<file path="src/hdl/mihd_pkg.sv">
// Package: constants and carrier types for mic insert / hook detect
package mihd_pkg;

  // Register byte offsets
  localparam logic [7:0] MIHD_OFS_CTRL   = 8'h00;
  localparam logic [7:0] MIHD_OFS_STATUS = 8'h04;
  localparam logic [7:0] MIHD_OFS_MASK   = 8'h08;
  localparam logic [7:0] MIHD_OFS_LEVEL  = 8'h0c;
  localparam logic [7:0] MIHD_OFS_CFG    = 8'h10;

  // Control field positions
  localparam int MIHD_CTRL_MIC_POL  = 0;
  localparam int MIHD_CTRL_MIC_DB   = 1;
  localparam int MIHD_CTRL_HOOK_POL = 2;
  localparam int MIHD_CTRL_HOOK_DB  = 3;
  localparam int MIHD_CTRL_GPIO_SEL = 4;

  // Status / mask bit positions
  localparam int MIHD_EV_MIC  = 0;
  localparam int MIHD_EV_HOOK = 1;

  // Reset values
  localparam logic [4:0]  MIHD_CTRL_RST = 5'h00;
  localparam logic [1:0]  MIHD_MASK_RST = 2'h0;
  localparam logic [15:0] MIHD_DIV_RST  = 16'h0028;

  // Sample and debounce counts
  localparam int          MIHD_HOOK_SAMPLES = 10;
  localparam int          MIHD_DB_SAMPLES   = 4;
  localparam int          MIHD_CNT_W        = 5;

  // Time base: 40 MHz, 1 us default sample tick
  localparam int MIHD_CLK_HZ      = 40_000_000;
  localparam int MIHD_TICK_NS     = 1000;
  localparam int MIHD_TICK_CYCLES = (MIHD_TICK_NS * (MIHD_CLK_HZ / 1_000_000))
                                    / 1000;

  // First member is the top bit: listed from bit 4 down to bit 0
  typedef struct packed {
    logic gpio_show_hook;
    logic hook_press_debounce_en;
    logic hook_press_irq_polarity;
    logic mic_present_debounce_en;
    logic mic_present_irq_polarity;
  } mihd_ctrl_t;

  typedef struct packed {
    logic mic_above;
    logic hook_above;
  } mihd_cmp_t;

endpackage

</file>
<file path="src/hdl/mihd_filter.sv">
// Consecutive-sample filter for one comparator level
`timescale 1ns/100ps
module mihd_filter
  import mihd_pkg::*;
#(
  parameter int BASE_N = MIHD_HOOK_SAMPLES,
  parameter int DB_N   = MIHD_DB_SAMPLES
) (
  // Clock and reset
  input  wire logic pclk,
  input  wire logic presetn,
  // Sampling
  input  wire logic tick,
  input  wire logic raw,
  input  wire logic db_en,
  // Filtered level and change pulse
  output logic      steady,
  output logic      change
);

  typedef struct packed {
    logic                  steady;
    logic                  change;
    logic [MIHD_CNT_W-1:0] cnt;
  } mihd_flt_t;

  mihd_flt_t st;
  mihd_flt_t next_st;
  logic [MIHD_CNT_W-1:0] need;

  always_comb begin
    need = db_en ? MIHD_CNT_W'(BASE_N + DB_N) : MIHD_CNT_W'(BASE_N);
    next_st        = st;
    next_st.change = 1'b0;
    if (tick) begin
      if (raw == st.steady) begin
        next_st.cnt = '0;
      end else if (st.cnt + 1'b1 >= need) begin
        // Run long enough: accept the new level
        next_st.steady = raw;
        next_st.change = 1'b1;
        next_st.cnt    = '0;
      end else begin
        next_st.cnt = st.cnt + 1'b1;
      end
    end
  end

  always_ff @(posedge pclk or negedge presetn) begin
    if (!presetn) begin
      st <= '0;
    end else begin
      st <= next_st;
    end
  end

  assign steady = st.steady;
  assign change = st.change;

endmodule

</file>
<file path="src/hdl/mihd_top.sv">
// Mic insert / hook switch detect core with APB registers
//
// Contract
// Host polls status at every sequence step
// Host clears mic polarity before insertion
// Mic debounce bit lengthens presence filtering
// Host flips mic polarity, then clears flag
// Host arms hook press with polarity 0
// Press flag needs ten samples above threshold
// Release flag needs ten samples below threshold
// Hook debounce bit adds extra filtering
// Host sets hook polarity 1 after press
// Host sets hook polarity 0 after release
// Host clears mic polarity after removal
// GPIO shows steady state, same delays
// Polarity 0 flags rise, 1 flags fall
// Flags stay set until host clears
`timescale 1ns/100ps
module mihd_top
  import mihd_pkg::*;
#(
  parameter int MIC_BASE_N  = 1,
  parameter int HOOK_BASE_N = MIHD_HOOK_SAMPLES,
  parameter int DB_N        = MIHD_DB_SAMPLES
) (
  // APB
  input  wire logic        pclk,
  input  wire logic        presetn,
  input  wire logic        psel,
  input  wire logic        penable,
  input  wire logic        pwrite,
  input  wire logic [7:0]  paddr,
  input  wire logic [31:0] pwdata,
  output logic      [31:0] prdata,
  output logic             pready,
  output logic             pslverr,
  // Comparator levels from bias current sensing
  input  wire mihd_cmp_t   cmp,
  // Interrupt and GPIO level
  output logic             irq,
  output logic             gpio_level
);

  // ----------------------------------------------------------------
  // State
  // ----------------------------------------------------------------
  typedef struct packed {
    mihd_ctrl_t  ctrl;
    logic [1:0]  status;
    logic [1:0]  mask;
    logic [15:0] div;
    logic [15:0] tick_cnt;
    logic        tick;
    logic [31:0] rdata;
    logic        gpio;
  } mihd_state_t;

  mihd_state_t st;
  mihd_state_t next_st;

  localparam int NCH = 2;

  // Per-channel comparator path, indexed by status bit
  logic [NCH-1:0] raw_lvl;
  logic [NCH-1:0] db_sel;
  logic [NCH-1:0] pol_sel;
  logic [NCH-1:0] lvl_steady;
  logic [NCH-1:0] lvl_change;
  logic [NCH-1:0] ev;
  // Flag update
  logic [NCH-1:0] flag_next;

  // Bus decode
  logic           wr;
  logic           rd;
  logic           hit;
  logic           wr_ctrl;
  logic           wr_status;
  logic           wr_mask;
  logic           wr_cfg;
  logic [1:0]     clr_bits;
  logic [31:0]    rd_word;

  // Sample tick
  logic           tick_due;

  // ----------------------------------------------------------------
  // Filters
  // ----------------------------------------------------------------
  // Channel inputs gathered so both detectors share one loop
  assign raw_lvl[MIHD_EV_MIC]  = cmp.mic_above;
  assign raw_lvl[MIHD_EV_HOOK] = cmp.hook_above;
  assign db_sel[MIHD_EV_MIC]   = st.ctrl.mic_present_debounce_en;
  assign db_sel[MIHD_EV_HOOK]  = st.ctrl.hook_press_debounce_en;
  assign pol_sel[MIHD_EV_MIC]  = st.ctrl.mic_present_irq_polarity;
  assign pol_sel[MIHD_EV_HOOK] = st.ctrl.hook_press_irq_polarity;

  for (genvar i = 0; i < NCH; i++) begin : g_chan
    // Hook needs ten samples in a row before a change
    localparam int BASE = (i == MIHD_EV_HOOK) ? HOOK_BASE_N : MIC_BASE_N;

    mihd_filter #(
      .BASE_N (BASE),
      .DB_N   (DB_N)
    ) u_flt (
      .pclk    (pclk),
      .presetn (presetn),
      .tick    (st.tick),
      .raw     (raw_lvl[i]),
      .db_en   (db_sel[i]),
      .steady  (lvl_steady[i]),
      .change  (lvl_change[i])
    );

    // Edge direction picked by polarity: rise on 0, fall on 1
    assign ev[i] = lvl_change[i] && (lvl_steady[i] != pol_sel[i]);

    // Set beats a clear in the same cycle
    assign flag_next[i] = ev[i] || (st.status[i] && !clr_bits[i]);
  end

  // ----------------------------------------------------------------
  // Bus decode
  // ----------------------------------------------------------------
  assign wr  = psel && penable && pwrite;
  assign rd  = psel && !penable && !pwrite;
  assign hit = (paddr == MIHD_OFS_CTRL)  || (paddr == MIHD_OFS_STATUS) ||
               (paddr == MIHD_OFS_MASK)  || (paddr == MIHD_OFS_LEVEL)  ||
               (paddr == MIHD_OFS_CFG);

  // ----------------------------------------------------------------
  // Write strobes
  // ----------------------------------------------------------------
  // Writes land only in the access phase
  assign wr_ctrl   = wr && (paddr == MIHD_OFS_CTRL);
  assign wr_status = wr && (paddr == MIHD_OFS_STATUS);
  assign wr_mask   = wr && (paddr == MIHD_OFS_MASK);
  assign wr_cfg    = wr && (paddr == MIHD_OFS_CFG);
  // Write-one-to-clear mask for the flag bits
  assign clr_bits  = wr_status ? pwdata[1:0] : 2'h0;

  // ----------------------------------------------------------------
  // Read mux
  // ----------------------------------------------------------------
  // Read word chosen in setup, held through the access phase
  always_comb begin
    case (paddr)
      MIHD_OFS_CTRL:   rd_word = {27'h0, st.ctrl};
      MIHD_OFS_STATUS: rd_word = {30'h0, st.status};
      MIHD_OFS_MASK:   rd_word = {30'h0, st.mask};
      MIHD_OFS_LEVEL:  rd_word = {30'h0, lvl_steady};
      MIHD_OFS_CFG:    rd_word = {16'h0, st.div};
      default:         rd_word = 32'h0;
    endcase
  end

  // ----------------------------------------------------------------
  // Sample tick
  // ----------------------------------------------------------------
  // Compare the incremented count so a divide of one ticks every cycle
  assign tick_due = (st.tick_cnt + 16'h0001) >= st.div;

  // ----------------------------------------------------------------
  // Next state
  // ----------------------------------------------------------------
  always_comb begin
    next_st      = st;
    next_st.tick = tick_due;
    if (tick_due) begin
      next_st.tick_cnt = 16'h0000;
    end else begin
      next_st.tick_cnt = st.tick_cnt + 16'h0001;
    end
    // Read data captured in setup phase
    if (rd) begin
      next_st.rdata = rd_word;
    end
    if (wr_ctrl) begin
      next_st.ctrl = mihd_ctrl_t'(pwdata[4:0]);
    end
    if (wr_mask) begin
      next_st.mask = pwdata[1:0];
    end
    // A zero divide would tick every cycle, the same as one, so it reads as one
    if (wr_cfg) begin
      next_st.div = (pwdata[15:0] == 16'h0000) ? 16'h0001 : pwdata[15:0];
    end
    // Flags held until cleared by the host
    next_st.status = flag_next;
    // Steady state, filtered like the flags
    next_st.gpio = st.ctrl.gpio_show_hook ? lvl_steady[MIHD_EV_HOOK]
                                          : lvl_steady[MIHD_EV_MIC];
  end

  // ----------------------------------------------------------------
  // Registers
  // ----------------------------------------------------------------

  always_ff @(posedge pclk or negedge presetn) begin
    if (!presetn) begin
      st          <= '0;
      st.ctrl     <= mihd_ctrl_t'(MIHD_CTRL_RST);
      st.mask     <= MIHD_MASK_RST;
      st.div      <= MIHD_DIV_RST;
    end else begin
      st <= next_st;
    end
  end

  // ----------------------------------------------------------------
  // Outputs
  // ----------------------------------------------------------------
  // Zero wait state keeps the host polling loop cheap
  assign pready     = 1'b1;
  assign pslverr    = psel && penable && !hit;
  assign prdata     = st.rdata;

  // ----------------------------------------------------------------
  // Interrupt and level
  // ----------------------------------------------------------------
  // Level, not pulse, so a slow poll never misses an event
  assign irq        = |(st.status & st.mask);
  assign gpio_level = st.gpio;

endmodule
</file>
<file path="config.mk">
export PLATFORM = sky130hd
export DESIGN_NAME = mihd_top
export DESIGN_NICKNAME = d
export VERILOG_FILES = /design/src/hdl/mihd_pkg.sv /design/src/hdl/mihd_filter.sv /design/src/hdl/mihd_top.sv
export SDC_FILE = /design/constraint.sdc
export NUM_CORES = 1
export LEC_CHECK = 0
export BUFFER_PORTS_ARGS = -buffer_cell sky130_fd_sc_hd__buf_4
export CORE_MARGIN = 5
export CORE_UTILIZATION = 61
export CTS_BUF_LIST = sky130_fd_sc_hd__clkbuf_4 sky130_fd_sc_hd__clkbuf_8
export DETAILED_ROUTE_END_ITERATION = 16
export HOLD_SLACK_MARGIN = 0.05
export PLACE_DENSITY = 0.87
export SETUP_SLACK_MARGIN = 0.05
export SYNTH_ARGS = -nofsm -noshare
export SYNTH_HDL_FRONTEND = slang
export SYNTH_HIERARCHICAL = 1
export SYNTH_SLANG_ARGS = --single-unit
</file>
<file path="constraint.sdc">
create_clock -name pclk -period 8.63 [get_ports pclk]
set_input_delay 1.726 -clock pclk [delete_from_list [all_inputs] [get_ports pclk]]
set_output_delay 1.726 -clock pclk [all_outputs]
set_load 0.05 [all_outputs]
</file>
==> flow_metrics.py <==
metrics = {
    "run_status": {
        "status": "finished, final reports clean",
    },
    "worst_setup_path": {
        "r2r_slack_ns": 5.52,
        "crit_fanout": 15,
        "cpMostUsedCell": "buf_4",
        "max_stage_delay_ns": 0.54,
        "critical_path.slowest_cell": "or4_4",
        "critPathRequiredTime_ns": 6.90,
        "end_kind": "output port",
        "critPathKind": "primary input to output port",
        "critPathLaunchType": "primary input",
        "cp.arrival_ns": 3.20,
        "path_cells": "buf_4, or4_4, and4bb_2, nor3_1, buf_4",
    },
    "clock_network": {
        "insertion_delay_ns": 0.35,
        "clkTransAtPathRegs_ns": 0.08,
        "clock_sinks": 73,
        "post_cts_buffers": 0,
        "hold_buffers": 0,
        "cts_tree": "built",
        "htreeDepth": 3,
        "clock_path_buffers": 2,
        "clock-root-buffer": "clkbuf_8",
        "cts-resized-gates": 0,
        "numCtsBuffers": 9,
    },
    "finish": {
        "drive_gt1_share_pct": 21.7,
        "n_antenna_cell": 0,
        "areaGrowthSynthToFinish_pct": 10.7,
        "fin_cells": 515,
        "finalNetCount": 504,
        "fin_area_um2": 4490,
    },
    "timing": {
        "min_period_over_period_pct": 57.0,
        "timing.final.hold_violations": 0,
        "tightest_slew_ns": 1.01,
        "rsz0062_at_grt": "false",
        "relSlewSlack_pct": 32.7,
        "finalCriticalPeriod_ns": 4.92,
        "setup_violations": 0,
        "slew_violations": 0,
        "timing.final.ws_setup_ns": 3.71,
        "finClkSkew_ns": 0.00609,
        "fmax_mhz": 203,
        "finalSetupTns_ns": 0,
    },
    "floorplanning": {
        "floorplan.initialDensity_pct": 63.2,
        "dieArea_um2": 8380,
        "num_io_pins": 83,
        "die_x_um": 91.5,
        "die_height_um": 91.5,
        "row_count": 29,
        "fp.coreArea_um2": 6420,
    },
    "placed_design": {
        "place_inst": 500,
        "preCtsSetupSlack_ns": 3.72,
        "dp_hpwl_um": 6270,
        "place_congestion": 0.861,
        "place_area_um2": 4280,
        "portBuffers": 49,
    },
    "logic_synthesis": {
        "syn-cell-area_um2": 4060,
        "synthTopCellsByArea": "dfrtp_1 (44%), ha_1 (7.1%), buf_4 (6.1%)",
        "synth_top_area_share_pct": 43.8,
        "synth-seq-cells": 73,
        "syn_avg_cell_area_um2": 10.1,
        "synth-async-reset-ratio_pct": 100,
        "synthTopCellsByCount": "dfrtp_1 (71), nand2_1 (51), buf_4 (33), inv_1 (30), nand3_1 (25)",
        "netlist_instances": 400,
        "synth_ff_type": "dfrtp_1",
        "synth-edff-count": 0,
        "ys_seq_area_share_pct": 45.1,
        "synth_warnings": 6,
        "yosysTopAreaCell": "dfrtp_1",
        "yosysMostFrequentCell": "dfrtp_1",
        "synth_cell_types": 55,
    },
    "global_routing": {
        "grt_overflow": 0,
        "grt_util_all_layers_pct": 22.4,
        "grt_pass1_wl_um": 14800,
        "grt_pass1_vias": 3038,
        "antenna_found_initial": 0,
        "grt_max_degree": 74,
    },
    "detailed_routing": {
        "wire_per_inst_um": 17.0,
        "antenna_left": 0,
        "dr.pass1.iters": 4,
        "drc": 0,
        "drt-initial-drc-count": 158,
        "drt_wl_total_um": 8730,
        "via_count": 2901,
        "vias_per_cell": 5.63,
    },
    "hold_path": {
        "hold_path.class": "register to register",
    },
    "power_and_ir_drop": {
        "p_leak_nw": 2.22,
        "powerDensity_nw_per_um2": 194,
        "ir_drop_uv": 188,
        "total_power_w": 0.000871,
    },
    "flow_run": {
        "cap_violations": 0,
    },
}
placed cells by master (no fill, tap or decap), types with 3 or more instances in the layout:
cell type	synthesis	layout
mux2_2	13	13
nand2_1	51	51
dfrtp_1	71	71
a21o_1	3	3
nand2b_1	3	3
conb_1	2	17
nor2b_1	18	18
nor2_1	14	14
mux2_4	6	6
buf_4	33	49
a21oi_1	8	8
nor3_1	5	5
xnor2_1	12	12
xor2_1	7	7
inv_1	30	30
nor4_1	6	6
and3_1	3	3
o21ai_0	12	12
and4_1	5	5
nand3_1	25	25
clkinv_2	0	3
ha_1	23	23
mux2i_1	5	5
clkbuf_8	0	9
worst paths after layout:
path	start	to	depth (start not counted)
max	paddr[1]	pslverr	5
min	g_chan[0].u_flt/change	st[68]	2
max reg2reg	st[36]	st[49]	10
min reg2reg	g_chan[0].u_flt/change	st[68]	2
max in group asynchronous	presetn	st[33]	1
min in group asynchronous	presetn	g_chan[0].u_flt/steady	1
critical path: cells and delay by family:
kind                   cells  cell delay (ns)
and+or+nand+nor            3             1.16
buffers and inverters      2             0.31
stage by stage:
step           util [%]  hold WS, ns
4_1_cts            69.9        0.466
3_3_place_gp       66.7        0.419
2_1_floorplan         -        0.414
6_report           69.9        0.463
5_1_grt            69.9        0.480
3_5_place_dp       66.7        0.446
cell families after synthesis:
logic type                 synth area share, %
AOI/OAI and AO/OA                         6.76
and+or+nand+nor                           17.9
DFF                                       45.1
other                                    0.185
buffers and inverters                     9.99
adders and majority gates                 7.09
xor gates and xnor gates                  4.50
muxes                                     8.45
flip-flops by register name, summed over array words and instances (netlist names):
name                 count
st                      38
prdata                  16
g_chan.u_flt/st         10
db_sel                   2
g_chan.u_flt/change      2
g_chan.u_flt/steady      2
pol_sel                  2
gpio_level               1
area by class of cell:
cell class                      instances  area (um^2)
Clock buffer                            9          124
Clock inverter                          6         83.8
Fill cell                             457         1930
Inverter                               30          113
Multi-Input combinational cell        271         1880
Sequential cell                        73         1830
Tap cell                               77         96.3
Timing Repair Buffer                   49          368
power breakdown:
| group | internal (W) | total (W) | leakage (nW) | switching, W |
|---|---|---|---|---|
| Combinational | 0.0000686 | 0.000186 | 1.13 | 0.000117 |
| Sequential | 0.000366 | 0.000400 | 0.982 | 0.0000348 |
| Clock | 0.000160 | 0.000285 | 0.109 | 0.000125 |
| Total | 0.000594 | 0.000871 | 2.22 | 0.000277 |
per-layer routing:
metal  up-vias  GRT usage, %  routed length [um]
met4         0          7.54                 163
met3        13          7.19                 500
met5         -             0                   0
met2        88          39.9                4570
li1       1373             -                   -
met1      1427          25.3                3490
Power figures use the tool's default switching activity.
